<file path="config.mk">
export PLATFORM = sky130hd
export DESIGN_NAME = sstp_slave_tx
export DESIGN_NICKNAME = d
export VERILOG_FILES = /design/src/core/sstp_pkg.sv /design/src/core/sstp_queue_mem.sv /design/src/core/sstp_slave_tx.sv
export SDC_FILE = /design/constraint.sdc
export NUM_CORES = 1
export LEC_CHECK = 0
export BUFFER_PORTS_ARGS = -buffer_cell sky130_fd_sc_hd__buf_4
export CORE_MARGIN = 8
export CORE_UTILIZATION = 50
export DETAILED_ROUTE_END_ITERATION = 16
export PLACE_DENSITY = 0.81
export SLEW_MARGIN = 30
export SYNTH_ARGS = -nofsm -noshare
export SYNTH_HDL_FRONTEND = slang
export SYNTH_HIERARCHICAL = 1
export SYNTH_SLANG_ARGS = --single-unit
</file>
<file path="constraint.sdc">
create_clock -name CLOCK -period 5.97 [get_ports CLOCK]
set_clock_uncertainty 0.1 [all_clocks]
set_input_delay 0.2985 -clock CLOCK [delete_from_list [all_inputs] [get_ports CLOCK]]
set_output_delay 0.2985 -clock CLOCK [all_outputs]
set_load 0.02 [all_outputs]
</file>
<file path="src/core/sstp_pkg.sv">
package sstp_pkg;
    // register byte offsets on the avalon slave
    localparam logic [4:0] OFF_TX_BUFFER  = 5'h00;
    localparam logic [4:0] OFF_CLK_SELECT = 5'h04;
    localparam logic [4:0] OFF_CONTROL    = 5'h08;
    localparam logic [4:0] OFF_STATUS     = 5'h0c;
    localparam logic [4:0] OFF_INT_FLAGS  = 5'h10;
    localparam logic [4:0] OFF_INT_MASK   = 5'h14;

    localparam int unsigned DATA_W  = 8;
    localparam int unsigned SEL_W   = 4;
    localparam int unsigned Q_DEPTH = 4;
    localparam int unsigned PTR_W   = 2;
    localparam int unsigned CNT_W   = 3;
    localparam int unsigned BIT_W   = 3;
    localparam int unsigned SYNC_N  = 3;

    localparam logic [DATA_W-1:0] TXB_RESET    = 8'h00;
    localparam logic [SEL_W-1:0]  CLKSEL_RESET = 4'h0;
    localparam logic [CNT_W-1:0]  Q_FULL_CNT   = 3'h4;
    localparam logic [BIT_W-1:0]  LAST_BIT     = 3'h7;
    localparam logic [31:0]       RD_ZERO      = 32'h0000_0000;

    // status bit positions
    localparam int unsigned ST_EMPTY  = 0;
    localparam int unsigned ST_FULL   = 1;
    localparam int unsigned ST_WR_ERR = 2;
    localparam int unsigned ST_CNT_LO = 4;

    typedef enum logic [3:0] {
        SSTP_SRC_SYS_OSC     = 4'h0,
        SSTP_SRC_HF_OSC      = 4'h1,
        SSTP_SRC_MF_OSC      = 4'h2,
        SSTP_SRC_REF_CLK     = 4'h3,
        SSTP_SRC_TMR0_OVF    = 4'h4,
        SSTP_SRC_TMR2_POST   = 4'h5,
        SSTP_SRC_TMR4_POST   = 4'h6,
        SSTP_SRC_TMR6_POST   = 4'h7,
        SSTP_SRC_SIG_TMR_MAT = 4'h8
    } sstp_clk_src_t;

    // bit 0 txr, bit 1 tris, bit 2 latch
    typedef struct packed {
        logic pin_output_latch;
        logic pin_tristate_control;
        logic transmit_data_required;
    } sstp_ctrl_t;
    localparam sstp_ctrl_t CTRL_RESET = 3'h0;

    // bit 0 underflow, bit 1 write error
    typedef struct packed {
        logic tx_write_error_flag;
        logic tx_underflow_flag;
    } sstp_flags_t;
    localparam sstp_flags_t FLAGS_RESET = 2'h0;

    typedef enum logic [1:0] {
        SSTP_LINK_IDLE   = 2'b00,
        SSTP_LINK_ACTIVE = 2'b01
    } sstp_link_t;
endpackage

</file>
<file path="src/core/sstp_queue_mem.sv">
`timescale 1ns/1ps
module sstp_queue_mem
    import sstp_pkg::*;
(
    // clock
    input  wire logic                           clk,
    // write side
    input  wire logic                           wr_en,
    input  wire logic [sstp_pkg::PTR_W-1:0]     wr_addr,
    input  wire logic [sstp_pkg::DATA_W-1:0]    wr_data,
    // read side
    input  wire logic [sstp_pkg::PTR_W-1:0]     rd_addr,
    output logic      [sstp_pkg::DATA_W-1:0]    rd_data
);
    logic [DATA_W-1:0] mem [Q_DEPTH];

    always_ff @(posedge clk) begin
        if (wr_en) begin
            mem[wr_addr] <= wr_data;
        end
        rd_data <= mem[rd_addr];
    end
endmodule

</file>
<file path="src/core/sstp_slave_tx.sv">
`timescale 1ns/1ps
module sstp_slave_tx
    import sstp_pkg::*;
(
    // clock and reset
    input  wire logic                           CLOCK,
    input  wire logic                           RST_N,
    // avalon-mm slave
    input  wire logic [4:0]                     AVS_ADDRESS,
    input  wire logic                           AVS_READ,
    input  wire logic                           AVS_WRITE,
    input  wire logic [31:0]                    AVS_WRITEDATA,
    output logic      [31:0]                    AVS_READDATA,
    output logic                                AVS_WAITREQUEST,
    // serial link
    input  wire logic                           SCK,
    input  wire logic                           SS_N,
    input  wire logic                           SDI,
    output logic                                SDO_O,
    output logic                                SDO_OE,
    // system
    output logic [sstp_pkg::SEL_W-1:0]          CLK_SEL,
    output logic                                IRQ
);
    import sstp_pkg::*;

    // synchronisers: first stage read only by the second
    logic [SYNC_N-1:0] sck_sync_reg, ss_sync_reg, sdi_sync_reg;
    logic              sck_f_reg, sel_f_reg;
    wire               sck_stable = sck_sync_reg[1] == sck_sync_reg[2];
    wire               ss_stable  = ss_sync_reg[1] == ss_sync_reg[2];
    wire               sck_rise   = sck_stable && sck_sync_reg[2] && !sck_f_reg;
    wire               sck_fall   = sck_stable && !sck_sync_reg[2] && sck_f_reg;
    wire               sel_now    = ss_stable ? !ss_sync_reg[2] : sel_f_reg;
    wire               sel_start  = sel_now && !sel_f_reg;

    always_ff @(posedge CLOCK) begin
        if (!RST_N) begin
            sck_sync_reg <= '0;
            ss_sync_reg  <= '1;
            sdi_sync_reg <= '0;
            sck_f_reg    <= 1'b0;
            sel_f_reg    <= 1'b0;
        end else begin
            sck_sync_reg <= {sck_sync_reg[1:0], SCK};
            ss_sync_reg  <= {ss_sync_reg[1:0], SS_N};
            sdi_sync_reg <= {sdi_sync_reg[1:0], SDI};
            if (sck_stable) sck_f_reg <= sck_sync_reg[2];
            sel_f_reg    <= sel_now;
        end
    end

    // registers
    sstp_ctrl_t          ctrl_reg;
    sstp_flags_t         flags_reg, mask_reg, flags_next;
    logic [SEL_W-1:0]    clksel_reg;
    logic                wr_err_st_reg;
    logic                ack_reg;
    logic [31:0]         rdata_reg;

    // avalon decode
    wire acc       = AVS_READ || AVS_WRITE;
    wire wr_ok     = AVS_WRITE && ack_reg;
    wire rd_ok     = AVS_READ && ack_reg;
    wire hit_txb   = AVS_ADDRESS == OFF_TX_BUFFER;
    wire hit_clk   = AVS_ADDRESS == OFF_CLK_SELECT;
    wire hit_ctrl  = AVS_ADDRESS == OFF_CONTROL;
    wire hit_stat  = AVS_ADDRESS == OFF_STATUS;
    wire hit_flags = AVS_ADDRESS == OFF_INT_FLAGS;
    wire hit_mask  = AVS_ADDRESS == OFF_INT_MASK;

    // one wait state so read data always comes from a register
    assign AVS_WAITREQUEST = acc && !ack_reg;
    assign AVS_READDATA    = rdata_reg;

    // transmit queue
    logic [PTR_W:0]      wr_ptr_reg, rd_ptr_reg;
    logic [CNT_W-1:0]    count_reg;
    logic [DATA_W-1:0]   head_data;
    wire                 q_empty  = count_reg == '0;
    wire                 q_full   = count_reg == Q_FULL_CNT;
    wire                 txb_wr   = wr_ok && hit_txb;
    wire                 push     = txb_wr && !q_full;
    wire                 push_err = txb_wr && q_full;

    sstp_queue_mem u_mem (
        .clk     (CLOCK),
        .wr_en   (push),
        .wr_addr (wr_ptr_reg[PTR_W-1:0]),
        .wr_data (AVS_WRITEDATA[DATA_W-1:0]),
        .rd_addr (rd_ptr_reg[PTR_W-1:0]),
        .rd_data (head_data)
    );

    // link state and shifting
    sstp_link_t          link_reg, link_next;
    logic [BIT_W-1:0]    bit_cnt_reg;
    logic [DATA_W-1:0]   tx_byte_reg, rx_shift_reg, last_rx_reg;
    wire                 byte_end = link_reg == SSTP_LINK_ACTIVE && sck_fall
                                    && bit_cnt_reg == LAST_BIT;
    wire                 load     = sel_start || (byte_end && sel_now);
    wire [DATA_W-1:0]    recv_byte = byte_end ? rx_shift_reg : last_rx_reg;
    wire                 pop      = load && ctrl_reg.transmit_data_required
                                    && !q_empty;
    wire                 underflow_ev = load && ctrl_reg.transmit_data_required
                                    && q_empty;
    // without txr the head is only peeked, and an empty queue is quiet
    wire [DATA_W-1:0]    load_byte = q_empty ? recv_byte : head_data;

    always_comb begin
        link_next = link_reg;
        unique case (link_reg)
            SSTP_LINK_IDLE:   if (sel_now) link_next = SSTP_LINK_ACTIVE;
            SSTP_LINK_ACTIVE: if (!sel_now) link_next = SSTP_LINK_IDLE;
        endcase
    end

    always_ff @(posedge CLOCK) begin
        if (!RST_N) begin
            link_reg     <= SSTP_LINK_IDLE;
            bit_cnt_reg  <= '0;
            tx_byte_reg  <= TXB_RESET;
            rx_shift_reg <= TXB_RESET;
            last_rx_reg  <= TXB_RESET;
        end else begin
            link_reg <= link_next;
            if (!sel_now) bit_cnt_reg <= '0;
            else if (sck_fall && link_reg == SSTP_LINK_ACTIVE) bit_cnt_reg <= bit_cnt_reg + 1'b1;
            if (sel_now && sck_rise) rx_shift_reg <= {rx_shift_reg[DATA_W-2:0], sdi_sync_reg[2]};
            if (byte_end) last_rx_reg <= rx_shift_reg;
            if (load) tx_byte_reg <= load_byte;
        end
    end

    // pin drive
    wire tx_bit = tx_byte_reg[LAST_BIT - bit_cnt_reg];
    assign SDO_OE = ctrl_reg.pin_tristate_control
                  ? (ctrl_reg.transmit_data_required && sel_f_reg)
                  : 1'b1;
    assign SDO_O  = sel_f_reg ? tx_bit : ctrl_reg.pin_output_latch;

    always_ff @(posedge CLOCK) begin
        if (!RST_N) begin
            wr_ptr_reg <= '0;
            rd_ptr_reg <= '0;
            count_reg  <= '0;
        end else begin
            if (push) wr_ptr_reg <= wr_ptr_reg + 1'b1;
            if (pop) rd_ptr_reg <= rd_ptr_reg + 1'b1;
            count_reg <= count_reg + CNT_W'(push) - CNT_W'(pop);
        end
    end

    // interrupt flags: set beats a read clear, and only bits the read returned are cleared
    // so an event landing in the sample cycle is not lost
    wire [31:0] status_word = {25'h0, count_reg, 1'b0, wr_err_st_reg, q_full, q_empty};
    wire [$bits(sstp_flags_t)-1:0] flags_seen = rdata_reg[$bits(sstp_flags_t)-1:0];
    always_comb begin
        flags_next = (rd_ok && hit_flags) ? sstp_flags_t'(flags_reg & ~flags_seen) : flags_reg;
        if (underflow_ev) flags_next.tx_underflow_flag = 1'b1;
        if (push_err) flags_next.tx_write_error_flag = 1'b1;
    end

    wire [31:0] rd_mux = hit_clk   ? {28'h0, clksel_reg}
                       : hit_ctrl  ? {29'h0, ctrl_reg}
                       : hit_stat  ? status_word
                       : hit_flags ? {30'h0, flags_reg}
                       : hit_mask  ? {30'h0, mask_reg}
                       : RD_ZERO;

    always_ff @(posedge CLOCK) begin
        if (!RST_N) begin
            ctrl_reg      <= CTRL_RESET;
            clksel_reg    <= CLKSEL_RESET;
            flags_reg     <= FLAGS_RESET;
            mask_reg      <= FLAGS_RESET;
            wr_err_st_reg <= 1'b0;
            ack_reg       <= 1'b0;
            rdata_reg     <= RD_ZERO;
        end else begin
            ack_reg   <= acc && !ack_reg;
            flags_reg <= flags_next;
            if (AVS_READ && !ack_reg) rdata_reg <= rd_mux;
            if (wr_ok && hit_clk) clksel_reg <= AVS_WRITEDATA[SEL_W-1:0];
            if (wr_ok && hit_ctrl) ctrl_reg <= AVS_WRITEDATA[2:0];
            if (wr_ok && hit_mask) mask_reg <= AVS_WRITEDATA[1:0];
            // status error is write-one-to-clear, new error wins
            if (push_err) wr_err_st_reg <= 1'b1;
            else if (wr_ok && hit_stat && AVS_WRITEDATA[ST_WR_ERR]) wr_err_st_reg <= 1'b0;
        end
    end

    assign CLK_SEL = clksel_reg;
    assign IRQ     = |(flags_reg & mask_reg);
endmodule

</file>
==> out/results.ini, run 1 <==
[yosys]
synthesis.area_per_instance_um2 = 11.56
share_of_the_yosys_chip_area_belonging_to_registers_pct = 55.58
yosys_warnings = 6
post_synth_num_cell_types = 55
synth_edf_count = 32
synth_top_area_cell = sky130_fd_sc_hd__dfxtp_1
share_of_synthesized_registers_carrying_an_async_set_or_reset_pct = 0
post_synth_main_area_contributors = sky130_fd_sc_hd__dfxtp_1 34%, sky130_fd_sc_hd__edfxtp_1 22%, sky130_fd_sc_hd__mux2i_1 7.1%
yosysTopAreaCellShare_pct = 33.71
postSynth.topFlopCell = sky130_fd_sc_hd__dfxtp_1
ff_latch_count_synth = 106
synth.cell_area_mm2 = 0.004394
number_of_cells_produced_by_synthesis = 380

[finish]
layout.core_utilization_pct = 55.81
flip_flop_count_of_the_largest_register_after_layout = 32
layout.cells.non_filler = 522
diodes = 0
flow.area_growth_from_synthesis_pct = 9.681
fillerInstances = 721
design.final.nets = 460
top_register = u_mem/mem
final_layout_size_suffix_gt1_share_pct = 17.39

[timing]
slew_headroom_pct = 36.24
final_min_period_over_clock_period_pct = 55.28
timing.final.setup_violations = 0
timing_hold_violations_final = 0
fin_setup_tns_ps = 0
final.min_clock_period_ps = 3300
finalMaxSlewViolations = 0
fin_hold_ws_ps = 18.22
tightest_slew_ps = 951.9
rsz0062_at_grt = no
timing.fmax_mhz = 303.0

[clocking]
clk-insertion-delay-late_ps = 360
cts.hold.buffers_added = 0
clk_root_buffer_cell = sky130_fd_sc_hd__clkbuf_8
cts_max_level = 3
clk_path_buf_depth = 2
cts_post_setup_buffers_inserted = 0
post_cts_resize_count = 0
numCtsBuffers = 9
cts_tree = built
clock_sinks = 106
clkSlewWorstSetupHoldPaths_ps = 100

[setup_path]
path_cells = inv_1 > ha_1 > and3_1 > a31oi_1 > nor3b_2 > ha_1 > inv_1 > ha_1 > inv_1 > fa_1 > xor2_1 > xnor2_1 > nor2_1
setup.worst_path.class = flip-flop to flip-flop
cp_data_arrival_time_ps = 3450
critical-path-max-stage-delay_ps = 780
rr_worst_depth = 13
cp_num_buf_inv = 3
timing.critical_path.from_type = flip-flop
crit_path_top_delay_cell = sky130_fd_sc_hd__a31oi_1
timing.critical_path.to_type = flip-flop
critical_path.top_delay_family = adder cells
stages_on_the_worst_setup_path = 13
timing.critical_path.fanout_max = 12
worst_ep_required_time_ps = 6120

[route]
remaining_antenna_violation_count_after_routing = 0
route.vias.total = 2768
finalWirelength_um = 7847
drt_pass1_iterations = 4
routed_wire_length_per_instance_um = 15.03
route.detailed.vias_per_inst = 5.303
first_iter_violations = 155
drc = 0

[job]
max-cap-violations = 0

[outcome]
outcome = completed

[grt]
grt-busiest-layer = met2
track_usage_pct = 13.78
antenna_violations_before_repair = 0
vias_in_the_first_global_route = 2711
largest_net_degree_at_the_start_of_global_routing = 46
globalRouteMet2Util_pct = 23.30
grt_util_met3_pct = 3.224
grt-ovfl-total = 0
grt.met1_usage_pct = 16.72
grt_first_pass_wirelength_um = 13100

[floorplan]
initial_core_util_pct = 50.88
floorplan.io_pins = 84
num_rows = 34
dieWidth_um = 109.7
die-area_mm2 = 0.01204
die-height_um = 109.7
core_area_mm2 = 0.008636

[hold_path]
timing.hold.worst_path_depth = 2
hold_class = input pin to flip-flop

[power_and_ir_drop]
power.total_uw = 1212
max-vdd-ir-drop_mv = 0.1616
pwr_density_mw_per_mm2 = 251.6
p_leak_uw = 0.001978

[placement]
gp_congestion = 0.9004
place.port_buffers = 34
dp_hpwl_um = 5657
placedCellCount = 506

## area by class of cell
| cell class | instances | area [um^2] | area share, % |
|---|---|---|---|
| well taps | 108 | 135.1 | 2.804 |
| multi-input cells | 245 | 1740 | 36.11 |
| clock inverters | 7 | 62.56 | 1.298 |
| repair buffers | 37 | 277.8 | 5.763 |
| flip-flops and latches | 106 | 2442 | 50.67 |
| inverters | 10 | 37.54 | 0.7788 |
| clock buffers | 9 | 123.9 | 2.570 |
## placed cells by master (no fill, tap or decap), types with 6 or more instances in the layout
cell,count
sky130_fd_sc_hd__mux4_2,10
sky130_fd_sc_hd__nand2b_1,9
sky130_fd_sc_hd__ha_1,6
sky130_fd_sc_hd__nand3_1,8
sky130_fd_sc_hd__mux2i_1,31
sky130_fd_sc_hd__edfxtp_1,32
sky130_fd_sc_hd__conb_1,25
sky130_fd_sc_hd__a21o_1,8
sky130_fd_sc_hd__nor2_1,50
sky130_fd_sc_hd__clkbuf_8,9
sky130_fd_sc_hd__dfxtp_1,74
sky130_fd_sc_hd__buf_4,37
sky130_fd_sc_hd__a2111oi_0,7
sky130_fd_sc_hd__nand2_1,14
sky130_fd_sc_hd__inv_1,9
sky130_fd_sc_hd__and2_1,10
sky130_fd_sc_hd__a21oi_1,7
## cells by family after synthesis
family	share of synthesized area (%)
DFF	55.58
other	0.08534
AOI/OAI and AO/OA	7.716
and+or+nand+nor	13.98
xor gates and xnor gates	0.7974
buffers and inverters	6.976
muxes	12.70
adders and majority gates	2.164
## Yosys cell counts, types with 3 or more instances
| master | number |
|---|---|
| sky130_fd_sc_hd__nand3_1 | 8 |
| sky130_fd_sc_hd__mux2i_1 | 31 |
| sky130_fd_sc_hd__edfxtp_1 | 32 |
| sky130_fd_sc_hd__a2111oi_0 | 7 |
| sky130_fd_sc_hd__xnor2_1 | 3 |
| sky130_fd_sc_hd__o21ai_0 | 4 |
| sky130_fd_sc_hd__nand2b_1 | 9 |
| sky130_fd_sc_hd__a21oi_1 | 7 |
| sky130_fd_sc_hd__inv_1 | 9 |
| sky130_fd_sc_hd__ha_1 | 6 |
| sky130_fd_sc_hd__dfxtp_1 | 74 |
| sky130_fd_sc_hd__buf_2 | 3 |
| sky130_fd_sc_hd__nand2_1 | 14 |
| sky130_fd_sc_hd__and2_1 | 10 |
| sky130_fd_sc_hd__clkbuf_1 | 10 |
| sky130_fd_sc_hd__mux4_2 | 10 |
| sky130_fd_sc_hd__nor3_1 | 3 |
| sky130_fd_sc_hd__a31oi_1 | 4 |
| sky130_fd_sc_hd__and3_1 | 5 |
| sky130_fd_sc_hd__nor2b_1 | 5 |
| sky130_fd_sc_hd__a21o_1 | 8 |
| sky130_fd_sc_hd__nor2_1 | 50 |
| sky130_fd_sc_hd__buf_4 | 25 |
## per-stage QoR
stage	area, um^2	worst slack (ps)
final	4820	2670
after global routing	4820	2480
after CTS	4820	2683
after detailed placement	4633	2694
after global placement	4633	2733
after floorplan	4484	3334
## power breakdown
part | internal [uW] | total, uW | leakage [uW] | switching (uW)
clock network | 160 | 408 | 0.0000923 | 248
logic | 17.1 | 58.2 | 0.000997 | 41.1
registers | 744 | 746 | 0.000888 | 2.55
## routing by layer
layer,vias up,wire length (um)
li1,1345,-
met1,1318,3371
met2,95,3832
met3,10,534
met4,0,108
met5,-,0
## final timing paths
check,startpoint,to,slack [ps]
setup reg to reg,sck_sync_reg[1],count_reg[2],2670
hold / removal,SS_N,ss_sync_reg[0],20
setup / recovery,sck_sync_reg[1],count_reg[2],2670
hold reg to reg,ss_sync_reg[0],ss_sync_reg[1],330
Note: power is estimated with default switching activity, not from simulation.
==> inputs of run 2 (changes only) <==
--- a/config.mk
+++ b/config.mk
@@ -5,6 +5,7 @@
 export SDC_FILE = /design/constraint.sdc
 export NUM_CORES = 1
 export LEC_CHECK = 0
+export ABC_AREA = 1
 export BUFFER_PORTS_ARGS = -buffer_cell sky130_fd_sc_hd__buf_4
 export CORE_MARGIN = 8
 export CORE_UTILIZATION = 50
==> constraint.sdc (replaced) <==
create_clock -name CLOCK -period 3.2 [get_ports CLOCK]
set_clock_uncertainty 0.1 [all_clocks]
set_input_delay 0.16 -clock CLOCK [delete_from_list [all_inputs] [get_ports CLOCK]]
set_output_delay 0.16 -clock CLOCK [all_outputs]
set_load 0.02 [all_outputs]
==> out/results.ini, run 2 <==
[outcome]
outcome = completed

[timing]
fin_hold_ws_ps = 90.17
timing.fmax_mhz = 361.9
final.min_clock_period_ps = 2763
tightest_slew_ps = 784.0
timing.final.setup_violations = 0
setup_slack_ps = 437.0
rsz0062_at_grt = no
finalMaxSlewViolations = 0
slew_headroom_pct = 47.67
timing_hold_violations_final = 0
fin_setup_tns_ps = 0
final_min_period_over_clock_period_pct = 86.34

[setup_path]
setup.worst_path.class = flip-flop to flip-flop
cp_data_arrival_time_ps = 2950
path_cells = ha_1 > ha_1 > inv_1 > o21ai_2 > nand4_1 > inv_1 > ha_1 > inv_1 > ha_1 > inv_1 > fa_1 > inv_1 > o21ai_0 > a21oi_1
timing.critical_path.from_type = flip-flop
timing.critical_path.fanout_max = 10
critical_path.top_delay_family = adder cells
worst_r2r_startpoint = bit_cnt_reg[0]
critical-path-max-stage-delay_ps = 520
timing.critical_path.to_type = flip-flop
worst_ep_required_time_ps = 3390
cp_common_cell = sky130_fd_sc_hd__inv_1
cp_num_buf_inv = 5
ff2ff_setup_slack_ps = 440
crit-reg2reg-capture = count_reg[2]
crit_path_top_delay_cell = sky130_fd_sc_hd__dfxtp_1
rr_worst_depth = 14

[grt]
grt-ovfl-total = 0
vias_in_the_first_global_route = 3371
track_usage_pct = 14.76
antenna_violations_before_repair = 0
grt_first_pass_wirelength_um = 15260
largest_net_degree_at_the_start_of_global_routing = 38

[route]
remaining_antenna_violation_count_after_routing = 0
routed_wire_length_per_instance_um = 12.80
drc = 0
drt_pass1_iterations = 5
first_iter_violations = 262
finalWirelength_um = 9023
route.vias.total = 3476
route.detailed.vias_per_inst = 4.930

[finish]
fillerInstances = 773
design.final.nets = 640
diodes = 0
layout.core_utilization_pct = 56.74
top_register = u_mem/mem
most_frequent_standard_cell_in_the_layout_excluding_fill_and_tap_cells = sky130_fd_sc_hd__nand2_1
seq_area_mm2 = 0.002442
flip_flop_count_of_the_largest_register_after_layout = 32
flow.area_growth_from_synthesis_pct = 12.19
leading_cell_types_in_the_layout_fill_and_taps_excluded = 96 x sky130_fd_sc_hd__nand2_1, 89 x sky130_fd_sc_hd__inv_1, 74 x sky130_fd_sc_hd__dfxtp_1
layout.cells.non_filler = 705
multi_input_area_mm2 = 0.001619
final_layout_size_suffix_gt1_share_pct = 13.30

[hold_path]
timing.hold.worst_path_depth = 3
holdCritStartpoint = RST_N
timing.hold.worst_endpoint = sdi_sync_reg[2]
hold_class = input pin to flip-flop

[clocking]
cts_max_level = 3
clkSlewWorstSetupHoldPaths_ps = 90
clk_root_buffer_cell = sky130_fd_sc_hd__clkbuf_8
clk-insertion-delay-late_ps = 360
cts_post_setup_buffers_inserted = 0
post_cts_resize_count = 0
cts.hold.buffers_added = 13
numCtsBuffers = 9
clock_sinks = 106
cts_tree = built
clk_path_buf_depth = 2

[yosys]
share_of_synthesized_registers_carrying_an_async_set_or_reset_pct = 0
synth_commonest_cells = 96 x sky130_fd_sc_hd__nand2_1, 89 x sky130_fd_sc_hd__inv_1, 74 x sky130_fd_sc_hd__dfxtp_1
share_of_the_yosys_chip_area_belonging_to_registers_pct = 53.01
synth.cell_area_mm2 = 0.004607
synth_edf_count = 32
synth.most_common_cell = sky130_fd_sc_hd__nand2_1
post_synth_main_area_contributors = sky130_fd_sc_hd__dfxtp_1 32%, sky130_fd_sc_hd__edfxtp_1 21%, sky130_fd_sc_hd__nand2_1 7.8%
yosysTopAreaCellShare_pct = 32.16
post_synth_num_cell_types = 39
number_of_cells_produced_by_synthesis = 541
ff_latch_count_synth = 106
yosys_warnings = 6
postSynth.topFlopCell = sky130_fd_sc_hd__dfxtp_1
synthesis.area_per_instance_um2 = 8.516
synth_top_area_cell = sky130_fd_sc_hd__dfxtp_1

[placement]
dp_hpwl_um = 6498
gp_congestion = 0.9439
dpl_worst_slack_ps = 511.4
place.port_buffers = 34
placedCellCount = 676

[floorplan]
floorplan.io_pins = 84
die-area_mm2 = 0.01254
dieWidth_um = 112.0
initial_core_util_pct = 50.58
num_rows = 35
die-height_um = 112.0
core_area_mm2 = 0.009109

[power_and_ir_drop]
pwr_density_mw_per_mm2 = 446.6
p_leak_uw = 0.002278
max-vdd-ir-drop_mv = 0.2236

[job]
max-cap-violations = 0

==> run 2: area by class of cell <==
cell class	instances	share of cell area (%)
multi-input cells	326	31.32
clock inverters	5	1.065
inverters	93	6.802
flip-flops and latches	106	47.25
repair buffers	53	8.327
well taps	111	2.687
clock buffers	11	2.542
==> run 2: kinds of logic (layout without fill, tap and decap cells) <==
group                    count (synthesis)  count (layout)  share of synthesized area (%)
AND/OR/NAND/NOR                        198             198                          19.01
AO/OA/AOI/OAI                           93              93                          11.46
XOR/XNOR                                 3               3                         0.5704
buffers and inverters                  133             162                          13.80
adder cells (fa/ha/maj)                  7               7                          2.064
other                                    1              25                        0.08140
flip-flops                             106             106                          53.01
==> run 2: worst max-delay path by stage <==
stage,start,end,slack [ps],cells past startpoint
6_report,bit_cnt_reg[0],count_reg[2],440,14
5_1_grt,bit_cnt_reg[0],count_reg[2],200,14
4_1_cts,bit_cnt_reg[0],count_reg[2],440,14
3_5_place_dp,bit_cnt_reg[0],count_reg[2],510,14
3_3_place_gp,bit_cnt_reg[0],count_reg[2],620,14
2_1_floorplan,bit_cnt_reg[1],count_reg[2],860,14
==> run 2: worst min-delay path: cells and delay by family <==
| kind | cells | cell delay, ps |
|---|---|---|
| simple gates | 1 | 90 |
| buf+inv | 2 | 250 |
==> run 2: metrics by stage <==
stage               area, um^2  power, uW
global route              5169       2394
finish                    5169       2308
floorplan                 4697       1521
global placement          4852       1538
CTS                       5169       2321
detailed placement        4852       1542
==> run 2: report_power, final <==
group	internal [uW]	leakage, uW	switching (uW)
Combinational	44.3	0.00130	83.4
Sequential	1390	0.000889	6.15
Clock	360	0.0000909	423
==> run 2: layer usage <==
metal	up-vias	global-route usage, %	part of all wire (%)
li1	1760	-	-
met1	1583	17.29	44
met2	118	24.92	48
met3	15	4.275	6.6
met4	0	5.845	1.4
met5	-	0	0
==> inputs of run 3 (changes only) <==
--- a/config.mk
+++ b/config.mk
@@ -5,7 +5,6 @@
 export SDC_FILE = /design/constraint.sdc
 export NUM_CORES = 1
 export LEC_CHECK = 0
-export ABC_AREA = 1
 export BUFFER_PORTS_ARGS = -buffer_cell sky130_fd_sc_hd__buf_4
 export CORE_MARGIN = 8
 export CORE_UTILIZATION = 50
==> out/results.ini, run 3 (synthesis results as in run 1) <==
[setup_path]
ff2ff_setup_slack_ps = 460
timing.critical_path.to_type = flip-flop
cp_data_arrival_time_ps = 2890
timing.critical_path.fanout_max = 3
timing.critical_path.from_type = flip-flop
critical-path-max-stage-delay_ps = 370
path_cells = inv_1 > ha_1 > and3_1 > a31oi_1 > nor3b_2 > ha_1 > inv_1 > ha_1 > inv_1 > fa_1 > xor2_1 > xnor2_1 > nor2_1
setup.worst_path.class = flip-flop to flip-flop
crit_path_top_delay_cell = sky130_fd_sc_hd__fa_1
worst_ep_required_time_ps = 3350

[finish]
design.final.nets = 476
final_layout_size_suffix_gt1_share_pct = 16.98
leading_cell_types_in_the_layout_fill_and_taps_excluded = 74 x sky130_fd_sc_hd__dfxtp_1, 50 x sky130_fd_sc_hd__nor2_1, 38 x sky130_fd_sc_hd__buf_4
top_register = u_mem/mem
flow.area_growth_from_synthesis_pct = 13.95
flip_flop_count_of_the_largest_register_after_layout = 32
most_frequent_standard_cell_in_the_layout_excluding_fill_and_tap_cells = sky130_fd_sc_hd__dfxtp_1
layout.core_utilization_pct = 57.98
final_design_area_no_fill_mm2 = 0.005007
diodes = 0

[placement]
dpl_worst_slack_ps = 494.6
place.port_buffers = 34
dp_hpwl_um = 5630
gp_congestion = 0.8958
post_dp_cell_area_mm2 = 0.004641

[timing]
timing.fmax_mhz = 365.1
rsz0062_at_grt = no
final.min_clock_period_ps = 2739
setup_slack_ps = 461.2
timing.final.setup_violations = 0
finalMaxSlewViolations = 0
slew_headroom_pct = 57.55
timing_hold_violations_final = 0
fin_setup_tns_ps = 0
final_min_period_over_clock_period_pct = 85.59
fin_hold_ws_ps = 26.14
tightest_slew_ps = 635.9

[floorplan]
die-area_mm2 = 0.01204
dieWidth_um = 109.7
die-height_um = 109.7
core_area_mm2 = 0.008636
initial_core_util_pct = 50.88
floorplan.io_pins = 84
num_rows = 34

[clocking]
clk_root_buffer_cell = sky130_fd_sc_hd__clkbuf_8
clock_sinks = 106
clk_path_buf_depth = 2
cts.hold.buffers_added = 15
clk-insertion-delay-late_ps = 360
numCtsBuffers = 9
clkSlewWorstSetupHoldPaths_ps = 110
cts_post_setup_buffers_inserted = 0
cts_tree = built
post_cts_resize_count = 0
cts_max_level = 3

[power_and_ir_drop]
max-vdd-ir-drop_mv = 0.2705
pwr_density_mw_per_mm2 = 475.8
p_leak_uw = 0.002062

[job]
max-cap-violations = 0

[grt]
track_usage_pct = 14.15
globalRouteMet2Util_pct = 24.07
largest_net_degree_at_the_start_of_global_routing = 46
grt-ovfl-total = 0
grt-busiest-layer = met2
vias_in_the_first_global_route = 2806
grt_first_pass_wirelength_um = 13320
grt.met1_usage_pct = 17.09
grt_util_met3_pct = 3.517
antenna_violations_before_repair = 0

[route]
remaining_antenna_violation_count_after_routing = 0
first_iter_violations = 158
drt_pass1_iterations = 4
routed_wire_length_per_instance_um = 15.14
route.vias.total = 2827
route.detailed.vias_per_inst = 5.255
finalWirelength_um = 8145
drc = 0

[hold_path]
hold_class = input pin to flip-flop

[outcome]
outcome = completed

-- run 3: area by class of cell --
class / instances / area (um^2)
clock buffer: 9 / 123.9
clock inverter: 7 / 92.59
fill: 675 / 3628
inverter: 10 / 37.54
multi-input combinational: 245 / 1740
sequential: 106 / 2442
tap: 108 / 135.1
timing repair buffer: 53 / 435.4
-- run 3: worst paths after layout --
check,endpoint,startpoint,depth (start not counted)
max,count_reg[2],sck_sync_reg[1],13
min,AVS_READDATA[2],AVS_ADDRESS[1],4
max reg2reg,count_reg[2],sck_sync_reg[1],13
min reg2reg,ss_sync_reg[1],ss_sync_reg[0],1
-- run 3: worst max-delay path, delay by kind of cell (launching register included) --
family / cells / cell delay, ps
buffers and inverters: 3 / 170
adders and majority gates: 4 / 1020
DFF: 1 / 350
and+or+nand+nor: 3 / 390
AOI/OAI and AO/OA: 1 / 300
xor gates and xnor gates: 2 / 310
-- run 3: routing by layer --
layer	part of all wire (%)	wire length [um]
met1	43	3466
met2	50	4087
met3	6.2	503
met4	1.1	88
met5	0	0
-- run 3: per-stage QoR --
stage               total power (uW)  cells
finish                          2383    538
global route                    2473    538
CTS                             2395    538
detailed placement              1530    507
global placement                1528    507
floorplan                       1514    404
-- run 3: report_power, final --
group / switching, uW / internal (uW) / total (uW) / leakage (uW)
combinational: 79.2 / 43.8 / 123 / 0.00106
clock: 483 / 384 / 867 / 0.000109
sequential: 4.88 / 1390 / 1390 / 0.000888
total: 567 / 1820 / 2380 / 0.00206
